### src/rtl/sgsr_pkg.sv
package sgsr_pkg;

	// -----------------------------------------------------------------
	// register offsets (byte addresses)
	// -----------------------------------------------------------------
	localparam logic [11:0] SGSR_OFF_SRST0 = 12'h040;
	localparam logic [11:0] SGSR_OFF_SRST1 = 12'h044;
	localparam logic [11:0] SGSR_OFF_GATE = 12'h128;
	localparam logic [11:0] SGSR_OFF_IRQ_STAT = 12'h150;
	localparam logic [11:0] SGSR_OFF_IRQ_MASK = 12'h154;

	// -----------------------------------------------------------------
	// field layout and reset values
	// -----------------------------------------------------------------
	localparam int SGSR_NUM_PORTS = 5;
	localparam logic [31:0] SGSR_SRST0_RESET = 32'h00000000;
	localparam logic [31:0] SGSR_SRST1_RESET = 32'h00000000;
	localparam logic [31:0] SGSR_GATE_RESET = 32'h00000000;
	localparam int SGSR_BIT_COMPARATOR_ZERO_RESET = 24;
	localparam int SGSR_BIT_TMR2 = 18;
	localparam int SGSR_BIT_TMR1 = 17;
	localparam int SGSR_BIT_TMR0 = 16;
	localparam int SGSR_BIT_SYNC_SERIAL_ZERO_RESET = 4;
	localparam int SGSR_BIT_ASYNC_SERIAL_ONE_RESET = 1;
	localparam int SGSR_BIT_ASYNC_SERIAL_ZERO_RESET = 0;
	// writable bits of the second soft reset register
	localparam logic [31:0] SGSR_SRST1_WMASK = (32'h1 << SGSR_BIT_COMPARATOR_ZERO_RESET)
		| (32'h1 << SGSR_BIT_TMR2) | (32'h1 << SGSR_BIT_TMR1)
		| (32'h1 << SGSR_BIT_TMR0) | (32'h1 << SGSR_BIT_SYNC_SERIAL_ZERO_RESET)
		| (32'h1 << SGSR_BIT_ASYNC_SERIAL_ONE_RESET) | (32'h1 << SGSR_BIT_ASYNC_SERIAL_ZERO_RESET);
	localparam logic [31:0] SGSR_ZERO_WORD = 32'h00000000;

endpackage : sgsr_pkg

### src/rtl/sgsr_gating_soft_reset.sv
// How it works
// - gate bit one in deep sleep: the port clock enable is on.
// - gate bit zero in deep sleep: port clock stops, port disabled.
// - an access to an unclocked port gives a bus fault, not completion.
// - gate register holds one read-write bit per port, reset zero.
// - soft reset 0 at 0x040, writes masked by capability mask 1.
// - soft reset 1 at 0x044, writes masked by capability mask 2.
// - soft reset 1 resets zero; only listed unit bits writable.
// - gate bits act only in deep sleep; run gating is separate.
// - each writable soft reset 1 bit drives its unit's reset.
`timescale 1ns/1ps

module sgsr_gating_soft_reset #(
	parameter int NUM_PORTS = sgsr_pkg::SGSR_NUM_PORTS
) (
	// apb slave
	input wire logic pclk,
	input wire logic presetn,
	input wire logic psel,
	input wire logic penable,
	input wire logic pwrite,
	input wire logic [11:0] paddr,
	input wire logic [31:0] pwdata,
	output logic [31:0] prdata,
	output logic pready,
	output logic pslverr,
	// capability masks and power mode
	input wire logic [31:0] capability_mask_1,
	input wire logic [31:0] capability_mask_2,
	input wire logic deep_sleep,
	input wire logic [NUM_PORTS-1:0] run_clk_gate,
	// port clocking and access checking
	input wire logic [NUM_PORTS-1:0] port_access,
	output logic [NUM_PORTS-1:0] port_clk_en,
	output logic [NUM_PORTS-1:0] port_access_ok,
	output logic bus_fault,
	// peripheral resets and interrupt
	output logic [31:0] periph_reset_0,
	output logic [31:0] periph_reset_1,
	output logic irq
);
	import sgsr_pkg::*;

	// elaboration guard: the 32-bit register views need 1..32 ports
	if (NUM_PORTS < 1 || NUM_PORTS > 32) begin : g_bad_ports
		$error("NUM_PORTS must lie in 1..32");
	end

	// -----------------------------------------------------------------
	// state
	// -----------------------------------------------------------------
	logic [NUM_PORTS-1:0] gate_reg, gate_next;
	logic [31:0] srst0_reg, srst0_next;
	logic [31:0] srst1_reg, srst1_next;
	logic [NUM_PORTS-1:0] stat_reg, stat_next;
	logic [NUM_PORTS-1:0] mask_reg, mask_next;
	logic [NUM_PORTS-1:0] clk_en_reg, clk_en_next;
	logic [NUM_PORTS-1:0] ok_reg, ok_next;
	logic fault_reg, fault_next;
	logic [31:0] prdata_reg, prdata_next;
	logic pready_reg, pready_next;
	logic pslverr_reg, pslverr_next;
	logic irq_reg, irq_next;
	logic done;
	logic wr_done;
	logic mapped;
	logic [NUM_PORTS-1:0] fault_vec;
	logic [31:0] gate_word, stat_word, mask_word;

	// -----------------------------------------------------------------
	// next-state logic
	// -----------------------------------------------------------------
	// zero-extended views for the read mux
	always_comb begin
		gate_word = SGSR_ZERO_WORD;
		stat_word = SGSR_ZERO_WORD;
		mask_word = SGSR_ZERO_WORD;
		gate_word[NUM_PORTS-1:0] = gate_reg;
		stat_word[NUM_PORTS-1:0] = stat_reg;
		mask_word[NUM_PORTS-1:0] = mask_reg;
	end

	// apb decode; one wait state keeps every bus output a flop
	always_comb begin
		done = psel && penable && pready_reg;
		wr_done = done && pwrite;
		mapped = (paddr == SGSR_OFF_SRST0) || (paddr == SGSR_OFF_SRST1)
			|| (paddr == SGSR_OFF_GATE) || (paddr == SGSR_OFF_IRQ_STAT)
			|| (paddr == SGSR_OFF_IRQ_MASK);
		pready_next = psel && penable && !pready_reg;
		pslverr_next = pready_next && !mapped;
		prdata_next = SGSR_ZERO_WORD;
		if (pready_next && !pwrite) begin
			unique case (paddr)
				SGSR_OFF_SRST0: prdata_next = srst0_reg;
				SGSR_OFF_SRST1: prdata_next = srst1_reg;
				SGSR_OFF_GATE: prdata_next = gate_word;
				SGSR_OFF_IRQ_STAT: prdata_next = stat_word;
				SGSR_OFF_IRQ_MASK: prdata_next = mask_word;
				default: prdata_next = SGSR_ZERO_WORD;
			endcase
		end
	end

	// register writes; soft reset bits hold until software clears them
	always_comb begin
		gate_next = gate_reg;
		srst0_next = srst0_reg;
		srst1_next = srst1_reg;
		mask_next = mask_reg;
		if (wr_done) begin
			if (paddr == SGSR_OFF_GATE) begin
				gate_next = pwdata[NUM_PORTS-1:0];
			end
			if (paddr == SGSR_OFF_SRST0) begin
				srst0_next = pwdata & capability_mask_1;
			end
			if (paddr == SGSR_OFF_SRST1) begin
				srst1_next = pwdata & capability_mask_2 & SGSR_SRST1_WMASK;
			end
			if (paddr == SGSR_OFF_IRQ_MASK) begin
				mask_next = pwdata[NUM_PORTS-1:0];
			end
		end
	end

	// clock enables: gate bits matter only in deep sleep
	always_comb begin
		if (deep_sleep) begin
			clk_en_next = gate_reg;
		end else begin
			clk_en_next = run_clk_gate;
		end
	end

	// access check against the clock actually delivered now
	always_comb begin
		fault_vec = port_access & ~clk_en_reg;
		ok_next = port_access & clk_en_reg;
		fault_next = |fault_vec;
	end

	// sticky per-port fault status; a new fault beats a w1c clear
	always_comb begin
		stat_next = stat_reg;
		if (wr_done && paddr == SGSR_OFF_IRQ_STAT) begin
			stat_next = stat_reg & ~pwdata[NUM_PORTS-1:0];
		end
		stat_next = stat_next | fault_vec;
		irq_next = |(stat_next & mask_next);
	end

	// -----------------------------------------------------------------
	// registers
	// -----------------------------------------------------------------
	// all state, constant reset values only
	always_ff @(posedge pclk or negedge presetn) begin
		if (!presetn) begin
			gate_reg <= SGSR_GATE_RESET[NUM_PORTS-1:0];
			srst0_reg <= SGSR_SRST0_RESET;
			srst1_reg <= SGSR_SRST1_RESET;
			stat_reg <= '0;
			mask_reg <= '0;
			clk_en_reg <= '0;
			ok_reg <= '0;
			fault_reg <= 1'b0;
			prdata_reg <= SGSR_ZERO_WORD;
			pready_reg <= 1'b0;
			pslverr_reg <= 1'b0;
			irq_reg <= 1'b0;
		end else begin
			gate_reg <= gate_next;
			srst0_reg <= srst0_next;
			srst1_reg <= srst1_next;
			stat_reg <= stat_next;
			mask_reg <= mask_next;
			clk_en_reg <= clk_en_next;
			ok_reg <= ok_next;
			fault_reg <= fault_next;
			prdata_reg <= prdata_next;
			pready_reg <= pready_next;
			pslverr_reg <= pslverr_next;
			irq_reg <= irq_next;
		end
	end

	// outputs straight from flops; reset bits drive units directly
	assign prdata = prdata_reg;
	assign pready = pready_reg;
	assign pslverr = pslverr_reg;
	assign port_clk_en = clk_en_reg;
	assign port_access_ok = ok_reg;
	assign bus_fault = fault_reg;
	assign periph_reset_0 = srst0_reg;
	assign periph_reset_1 = srst1_reg;
	assign irq = irq_reg;

	// -----------------------------------------------------------------
	// assertions
	// -----------------------------------------------------------------
	gate_on_a: assert property (@(posedge pclk) disable iff (!presetn)
		deep_sleep |=> ((port_clk_en & $past(gate_reg)) == $past(gate_reg)))
		else $error("gated-on port lacks clock in deep sleep");

	gate_off_a: assert property (@(posedge pclk) disable iff (!presetn)
		deep_sleep |=> ((port_clk_en & ~$past(gate_reg)) == '0))
		else $error("gated-off port still clocked in deep sleep");

	access_fault_a: assert property (@(posedge pclk) disable iff (!presetn)
		(|(port_access & ~port_clk_en)) |=> bus_fault
			&& ((port_access_ok & ~$past(port_clk_en)) == '0))
		else $error("unclocked port access did not fault");

	gate_write_a: assert property (@(posedge pclk) disable iff (!presetn)
		(psel && penable && pready && pwrite && paddr == SGSR_OFF_GATE)
			|=> gate_reg == $past(pwdata[NUM_PORTS-1:0]))
		else $error("gate register write lost");

	srst0_mask_a: assert property (@(posedge pclk) disable iff (!presetn)
		(psel && penable && pready && pwrite && paddr == SGSR_OFF_SRST0)
			|=> periph_reset_0 == ($past(pwdata) & $past(capability_mask_1)))
		else $error("soft reset 0 not masked by capability");

	srst1_mask_a: assert property (@(posedge pclk) disable iff (!presetn)
		(psel && penable && pready && pwrite && paddr == SGSR_OFF_SRST1)
			|=> periph_reset_1 == ($past(pwdata) & $past(capability_mask_2)
				& SGSR_SRST1_WMASK))
		else $error("soft reset 1 not masked by capability");

	srst1_rsvd_a: assert property (@(posedge pclk) disable iff (!presetn)
		(periph_reset_1 & ~SGSR_SRST1_WMASK) == SGSR_ZERO_WORD)
		else $error("reserved soft reset 1 bit set");

	run_gate_a: assert property (@(posedge pclk) disable iff (!presetn)
		!deep_sleep |=> port_clk_en == $past(run_clk_gate))
		else $error("run gating not followed outside deep sleep");

	comp_reset_a: assert property (@(posedge pclk) disable iff (!presetn)
		(psel && penable && pready && pwrite && paddr == SGSR_OFF_SRST1
			&& capability_mask_2[SGSR_BIT_COMPARATOR_ZERO_RESET] && pwdata[SGSR_BIT_COMPARATOR_ZERO_RESET])
			|=> periph_reset_1[SGSR_BIT_COMPARATOR_ZERO_RESET])
		else $error("comparator reset not asserted");

	reset_hold_a: assert property (@(posedge pclk) disable iff (!presetn)
		!(psel && penable && pready && pwrite) |=> $stable(periph_reset_1)
			&& $stable(periph_reset_0))
		else $error("peripheral reset changed without a write");

	irq_level_a: assert property (@(posedge pclk) disable iff (!presetn)
		(|(stat_reg & mask_reg)) |-> irq)
		else $error("interrupt low with unmasked status");

	irq_quiet_a: assert property (@(posedge pclk) disable iff (!presetn)
		!(|(stat_reg & mask_reg)) |-> !irq)
		else $error("interrupt high with no unmasked status");

	// bus handshake: one wait state, single-cycle answer
	ready_wait_a: assert property (@(posedge pclk) disable iff (!presetn)
		(psel && penable && !pready) |=> pready)
		else $error("access phase not answered after one wait");

	ready_pulse_a: assert property (@(posedge pclk) disable iff (!presetn)
		pready |=> !pready)
		else $error("ready held for more than one cycle");

	slverr_ready_a: assert property (@(posedge pclk) disable iff (!presetn)
		pslverr |-> pready)
		else $error("slave error without ready");

	// port access answers, judged against the enable of the access cycle
	access_ok_a: assert property (@(posedge pclk) disable iff (!presetn)
		(|(port_access & port_clk_en))
			|=> port_access_ok == ($past(port_access) & $past(port_clk_en)))
		else $error("clocked port access did not complete");

	fault_quiet_a: assert property (@(posedge pclk) disable iff (!presetn)
		!(|(port_access & ~port_clk_en)) |=> !bus_fault)
		else $error("bus fault without an unclocked access");

	fault_sticky_a: assert property (@(posedge pclk) disable iff (!presetn)
		(|(port_access & ~port_clk_en))
			|=> (stat_reg & $past(port_access) & ~$past(port_clk_en))
				== ($past(port_access) & ~$past(port_clk_en)))
		else $error("fault status bit not set");

	// register read-back, reserved bits zero
	gate_read_a: assert property (@(posedge pclk) disable iff (!presetn)
		(psel && penable && !pready && !pwrite && paddr == SGSR_OFF_GATE)
			|=> prdata[NUM_PORTS-1:0] == $past(gate_reg)
				&& (prdata >> NUM_PORTS) == SGSR_ZERO_WORD)
		else $error("gate register read mismatch");

	srst0_read_a: assert property (@(posedge pclk) disable iff (!presetn)
		(psel && penable && !pready && !pwrite && paddr == SGSR_OFF_SRST0)
			|=> prdata == $past(periph_reset_0))
		else $error("soft reset 0 read mismatch");

	srst1_read_a: assert property (@(posedge pclk) disable iff (!presetn)
		(psel && penable && !pready && !pwrite && paddr == SGSR_OFF_SRST1)
			|=> prdata == $past(periph_reset_1))
		else $error("soft reset 1 read mismatch");

endmodule : sgsr_gating_soft_reset

### config.mk
export PLATFORM = sky130hd
export DESIGN_NAME = sgsr_gating_soft_reset
export DESIGN_NICKNAME = d
export VERILOG_FILES = /design/src/rtl/sgsr_pkg.sv /design/src/rtl/sgsr_gating_soft_reset.sv
export SDC_FILE = /design/constraint.sdc
export NUM_CORES = 1
export LEC_CHECK = 0
export BUFFER_PORTS_ARGS = -buffer_cell sky130_fd_sc_hd__buf_2
export CORE_UTILIZATION = 40
export CTS_CLUSTER_SIZE = 24
export DETAILED_ROUTE_END_ITERATION = 8
export GPL_TIMING_DRIVEN = 0
export HOLD_SLACK_MARGIN = 0.08
export PLACE_DENSITY = 0.71
export SYNTH_ARGS = -nofsm -noshare
export SYNTH_HDL_FRONTEND = slang
export SYNTH_SLANG_ARGS = --single-unit
### constraint.sdc
create_clock -name pclk -period 3.3 [get_ports pclk]
set_input_delay 0.66 -clock pclk [delete_from_list [all_inputs] [get_ports pclk]]
set_output_delay 0.66 -clock pclk [all_outputs]
set_load 0.01 [all_outputs]
# ---- Word level (Yosys, flattened, before mapping)
# Index checks and enable logic that the tools add are counted.
dict set report totals {
  in_bits 124
  elab_cells 51
  out_inout_bits 110
  register_bits 100
}
dict set report op_classes {
  mux 6
  n_eq_ne 5
  reduce_logical 19
  n_bitwise 9
}
# cell n
set op_table {}
lappend op_table {{$pmux 32 s5} 1}
lappend op_table {{$eq 12x9->1 const B} 3}
lappend op_table {{$and 32x32->32} 1}
lappend op_table {{$mux 32} 1}
lappend op_table {{$and 25x25->25} 1}
lappend op_table {{$eq 12x7->1 const B} 2}
lappend op_table {{$and 5x5->5} 4}
lappend op_table {{$mux 5} 4}
lappend op_table {{$not 5->5} 2}
lappend op_table {{$reduce_or 5->1} 2}
lappend op_table {{$logic_and 1x1->1} 7}
lappend op_table {{$reduce_and 2->1} 3}
lappend op_table {{$or 5x5->5} 1}
lappend op_table {{$logic_or 1x1->1} 4}
lappend op_table {{$logic_not 1->1} 3}

# ---- Longest topological paths before layout
# Gate-level depths: netlist of the first run.
dict set report logic_depth {
  ltp_word 8
  mapped_depth 6
  depth_no_buf 5
}

# ---- Least setup slack after synthesis of the first run
# OpenSTA, ideal clock, no wires.
dict set report synth_path {
  path_type {input to register}
  startpoint {in paddr[5]}
  endpoint {reg prdata_reg[0] (netlist: prdata[0])}
  slack_ps 1221
  path_buffers 0
  path_stages 5
  setup_ps 74
  t_arrival_ps 2005
  required_time_ps 3226
  cell_sequence {or4b_4 > nor4_4 > a2111o_1 > nand2_4 > a21oi_2}
}
dict set report synth_between {
  elab_chain_cells 3
  elab_cells_between_ends 7
  cone_classes {5 x eq/ne; 2 x mux}
}
# element line_no
set synth_lines {}
lappend synth_lines {{start: declaration} sgsr_gating_soft_reset.sv:22} ;# input wire logic [11:0] paddr,
lappend synth_lines {{$eq 12x9->1 or $eq 12x7->1 (tied branches)} sgsr_gating_soft_reset.sv:94} ;# unique case (paddr)
lappend synth_lines {{$pmux 32 s5 (*)} sgsr_gating_soft_reset.sv:94}
lappend synth_lines {{$mux 32 (*)} sgsr_gating_soft_reset.sv:93} ;# if (pready_next && !pwrite) begin
lappend synth_lines {{net prdata_next[0]} sgsr_gating_soft_reset.sv:60} ;# logic [31:0] prdata_reg, prdata_next;
lappend synth_lines {{end signal: assignment} sgsr_gating_soft_reset.sv:180} ;# prdata_reg <= prdata_next;
lappend synth_lines {{end: declaration} sgsr_gating_soft_reset.sv:60}
# Mark *: on every way through the listed nets, which the timed path passes. The rest lies on a longest branch.
# A chain may end at the register's enable or synchronous reset.

# ---- Worst setup path in the final report of the first run
dict set report layout_path {
  startpoint {in paddr[5]}
  endpoint {reg srst0_reg[2] (netlist: periph_reset_0[2])}
}
dict set report layout_between {
  elab_chain_cells 2
}
# element line_no
set layout_lines {}
lappend layout_lines {{$eq 12x7->1} sgsr_gating_soft_reset.sv:115} ;# if (paddr == SGSR_OFF_SRST0) begin
lappend layout_lines {{$reduce_and 2->1 (no line)} --}
lappend layout_lines {{end signal: assignment} sgsr_gating_soft_reset.sv:173} ;# srst0_reg <= srst0_next;
lappend layout_lines {{end: declaration} sgsr_gating_soft_reset.sv:53} ;# logic [31:0] srst0_reg, srst0_next;
# Every way passes these cells.

==> results of run 1 <==
-- logic make-up (layout without fill, tap and decap cells) --
kind of cell,count (synthesis),in the layout,synth area share
mux,15,15,0.04038
buf+inv,41,241,0.06102
simple gates,157,157,0.1995
compound gates,68,68,0.09991
other cells,1,25,0.0008965
flops,100,100,0.5983
-- cell usage after synthesis (2+ instances only) --
cell type / number
mux2_2: 15
buf_4: 25
nor4_1: 2
inv_1: 2
and4_1: 2
a21boi_0: 3
nor2_2: 4
a21oi_2: 5
dfrtp_1: 100
a222oi_1: 3
nand4_1: 2
or3_1: 2
o21ai_0: 30
or4_1: 2
and2_1: 6
and3_1: 24
nor2b_1: 7
nor2_1: 6
o21ai_1: 12
or2_2: 3
nand2_1: 81
nor3_1: 3
clkbuf_1: 13
a21oi_1: 2
nand3_1: 2
a22oi_1: 12
-- through the flow --
stage          hold WS, ps  total power (uW)  utilization
5_1_grt              256.8              2308       0.5613
3_3_place_gp         481.3              1436       0.5380
3_5_place_dp         493.7              1444       0.5410
2_1_floorplan        364.4              1331            -
6_report             237.4              2223       0.5613
4_1_cts              238.6              2243       0.5613
-- layout make-up --
class	instances	area (sq um)
Clock buffer	12	155.1
Multi-Input combinational cell	265	1515
Inverter	2	7.507
Timing Repair Buffer	184	945.9
Fill cell	894	4367
Sequential cell	100	2502
Clock inverter	4	47.55
Buffer	39	247.7
Tap cell	133	166.4
-- power groups by stage --
stage	logic (uW)	registers [uW]	clock network, uW
floorplan	67.3	1260	0
global placement	177	1260	0
detailed placement	185	1260	0
CTS	185	1230	823
global route	204	1240	868
finish	184	1230	805
-- routing by layer --
| metal | share of wire | up-vias | GRT usage |
|---|---|---|---|
| met1 | 0.43 | 1689 | 0.2759 |
| met3 | 0.079 | 14 | 0.03571 |
| met2 | 0.48 | 179 | 0.3486 |
| li1 | - | 1708 | - |
| met4 | 0.018 | 0 | 0.09286 |
| met5 | 0 | - | 0 |
-- worst paths after layout --
path | to | depth (start not counted)
worst min register to register | periph_reset_0[26] | 2
worst max-delay path | periph_reset_0[2] | 7
min in group pclk | periph_reset_0[14] | 3
worst max register to register | periph_reset_0[2] | 6
worst min-delay path | port_access_ok[0] | 1
max in group asynchronous | periph_reset_0[8] | 2
-- critical path, stage by stage --
cell	delay (ps)
buf_2	120
or3b_2	470
nor4_2	220
nand3_1	420
clkbuf_1	420
nand2_1	160
o21ai_0	100
==> metrics.txt, run 1 <==
run status finished clean; main area contributors after synthesis dfrtp_1, nand2_1, buf_4; Die Ht 104.3 um; CTS Root Cell clkbuf_8; CTS Buf Count 9; Req. time, crit path 3520 ps; Sequential Power Share 0.555; Final min period 2359 ps; Post-synth ARST share 1.000; worst path arrival time 2580 ps; Antenna Nets Post-Route 0; CP startpoint paddr[5]; synth unique cells 40; I/O pin cnt 234; relative slew slack 0.4424; post-layout net count 725; hold_buf cts 0; via count 3,590; Post-CTS Setup Bufs 0; Slew @ Worst Pin 830.1 ps; Placed Cells 723; Post-synth EDFFs 0; Synth warnings 0; GRT Util Overall 0.2122; P_leak 0.003121 uW; #FFs+latches synth 100; Synth Flop Type dfrtp_1; combinational share of power 0.083; largest net degree at the start of global routing 69; Slew Limit Fails 0; synthesized cell area 4183 sq um; RSZ-0062 raised after global routing false; share of cells above drive strength 1 0.4290; WL/cell 15.25 um; Final Instance Count excl. Fillers 739; First-pass DRT Iterations 5; Post-Route WL 11.27 mm; Mapped Avg Cell Area 10.95 sq um; drt drc 0; launch point of the worst reg-to-reg path pready; Worst-Skew Late Latency 370 ps; CP Capture Type flop; Final TNS setup 0 ps; power per cell area 397.9 nW/um^2; Detailed Place HPWL 8.597 mm; FP Rows 36; Overflow after GRT 0; GP Congestion 0.7821; design area 5588 sq um; Hold/Removal Path Class in -> async; vias in the first global route 3,533; vias per inst 4.858; post-synthesis sequential area ratio 0.5983; Final period util 0.7149; CP Launch Type primary input; Clock transition at path regs 90 ps; first-pass GRT wire length 17.73 mm; antenna violations before repair 0; commonest non-fill, non-tap cells in the layout buf_2, dfrtp_1, nand2_1; Die Area 10,870 sq um; worst slack, placed 540.7 ps; f_max 423.9 MHz; PortBufs 183; internal power 1709 uW; Sw Pwr 514.8 uW; Synth area leader dfrtp_1; final setup violation count 0; CTS tree built; CP max FO 10; Syn-to-layout area delta 33.59%; placed inst area 5385 sq um; chip width 104.3 um; clk_skew 13.44 ps; # diodes 0; Yosys top cell area share 0.5983; Max-Cap Viols 0; PnR worst setup slack 940.8 ps; CTS max path bufs 2; Synth Instances 382; Clk pwr share 0.362; r2r setup slk 1330 ps; Initial DRC Count 192; Resize count post-CTS 0; maximum VDD drop 179.0 uV; Crit Path Category in -> reg; leading cell type in the layout, fill and taps excluded buf_2; Sink Count 100; area of the core 9955 sq um; Starting Density 0.4202; CTS H-tree lvls 3; Switching Share 0.2315; endpoints failing hold 0
No activity file was read; power rests on OpenSTA's default activity.
==> run 2: changes to the inputs <==
==> constraint.sdc (replaced) <==
create_clock -name pclk -period 2.39 [get_ports pclk]
set_input_delay 0.478 -clock pclk [delete_from_list [all_inputs] [get_ports pclk]]
set_output_delay 0.478 -clock pclk [all_outputs]
set_load 0.01 [all_outputs]
==> run 2 against run 1 <==
Worst setup slack worse by 730 ps. Largest power group unchanged. Critical endpoint unchanged. Utilization up 0.10 points. Wire length up 0.27%.
==> metrics.txt, run 2 (synthesis results as in run 1) <==
run status finished clean; largest net degree at the start of global routing 69; hold_sp capability_mask_1[14]; Syn-to-layout area delta 33.83%; endpoints failing hold 0; CTS Buf Count 9; r2r setup slk 420 ps; Final min period 2177 ps; CP Capture Type flop; Antenna Nets Post-Route 0; # diodes 0; P_leak 0.003125 uW; combinational share of power 0.083; CTS tree built; I/O pin cnt 234; chip width 104.3 um; Slew @ Worst Pin 758.1 ps; RSZ-0062 raised after global routing false; post-layout net count 726; clk_skew 13.47 ps; Initial DRC Count 149; Switching Share 0.2323; GRT Util Overall 0.2122; Die Area 10,870 sq um; leading cell type in the layout, fill and taps excluded buf_2; Hold Path Sink periph_reset_0[14]; Hold/Removal Path Class in -> reg; Final period util 0.9107; CTS max path bufs 2; Detailed Place HPWL 8.597 mm; capturing point of the worst reg2reg path periph_reset_0[2]; Clock transition at path regs 100 ps; antenna violations before repair 0; PortBufs 183; Util after Layout 0.5623; relative slew slack 0.4907; Sink Count 100; PnR worst setup slack 213.5 ps; Post-CTS Setup Bufs 0; Req. time, crit path 2620 ps; Overflow after GRT 0; Crit Path Category in -> reg; via count 3,589; commonest non-fill, non-tap cells in the layout buf_2, dfrtp_1, nand2_1; drt drc 0; CP max FO 10; Clk pwr share 0.362; First-pass DRT Iterations 5; internal power 2360 uW; CTS H-tree lvls 3; GP Congestion 0.7821; CTS Root Cell clkbuf_8; first-pass GRT wire length 17.73 mm; Post-Route WL 11.30 mm; Slew Limit Fails 0; vias per inst 4.850; design area 5598 sq um; worst slack, placed -187.3 ps; power per cell area 549.1 nW/um^2; f_max 459.5 MHz; vias in the first global route 3,533; Sw Pwr 714.0 uW; Starting Density 0.4202; placed inst area 5385 sq um; area of the core 9955 sq um; Worst Reg-to-Reg Cells 6; final setup violation count 0; CP Launch Type primary input; Worst-Skew Late Latency 370 ps; Hold Path Stages 3; WL/cell 15.27 um; maximum VDD drop 247.1 uV; worst path arrival time 2400 ps; Die Ht 104.3 um; launch point of the worst reg-to-reg path pready; FP Rows 36; share of cells above drive strength 1 0.4283; Sequential Power Share 0.555; Resize count post-CTS 0; Max-Cap Viols 0; Final TNS setup 0 ps
==> run 2: layer usage <==
layer,global-route usage,vias up,part of all wire
met5,0,-,0
met4,0.09286,0,0.018
met3,0.03571,16,0.060
met2,0.3486,158,0.48
met1,0.2759,1706,0.45
li1,-,1709,-
==> run 2: cell type report <==
| class | instances | area, sq um |
|---|---|---|
| fill | 893 | 4357 |
| sequential | 100 | 2502 |
| multi-input combinational | 265 | 1515 |
| timing repair buffer | 185 | 955.9 |
| buffer | 39 | 247.7 |
| tap | 133 | 166.4 |
| clock buffer | 12 | 155.1 |
| clock inverter | 4 | 47.55 |
| inverter | 2 | 7.507 |
==> run 2: per-stage QoR <==
stage | hold WS [ps] | std cells | total power [uW]
2_1_floorplan | 182.4 | 406 | 1838
3_3_place_gp | 481.3 | 722 | 1983
3_5_place_dp | 458.7 | 723 | 1994
4_1_cts | 310.7 | 740 | 3098
5_1_grt | 316.4 | 740 | 3188
6_report | 324.0 | 740 | 3074
==> run 2: power groups by stage <==
stage                     Sequential [uW]  Clock (uW)  Combinational [uW]
after floorplan                      1740           0                92.9
after global placement               1740           0                 245
after detailed placement             1740           0                 256
after CTS                            1710        1140                 257
after global routing                 1710        1200                 283
final                                1700        1110                 256
==> run 2: worst max-delay path by stage <==
stage,from,cells after the start,to
floorplan,paddr[5],5,prdata[0]
global placement,presetn,1,periph_reset_0[8]
detailed placement,paddr[5],7,periph_reset_0[2]
CTS,paddr[5],7,periph_reset_0[2]
global route,paddr[5],7,periph_reset_0[2]
finish,paddr[5],7,periph_reset_0[2]
==> run 2: worst max-delay path, stage by stage <==
cell	delay (ps)
buf_2	110
or3b_2	470
nor4_2	230
nand3_1	430
clkbuf_1	420
nand2_1	160
o21ai_0	100
==> run 2: repair_timing <==
action | 4_1_cts | 5_1_grt
endpoints found under the setup margin | 0 | 0
hold buffers | 1 | 0
hold endpoints to repair | 32 | 0
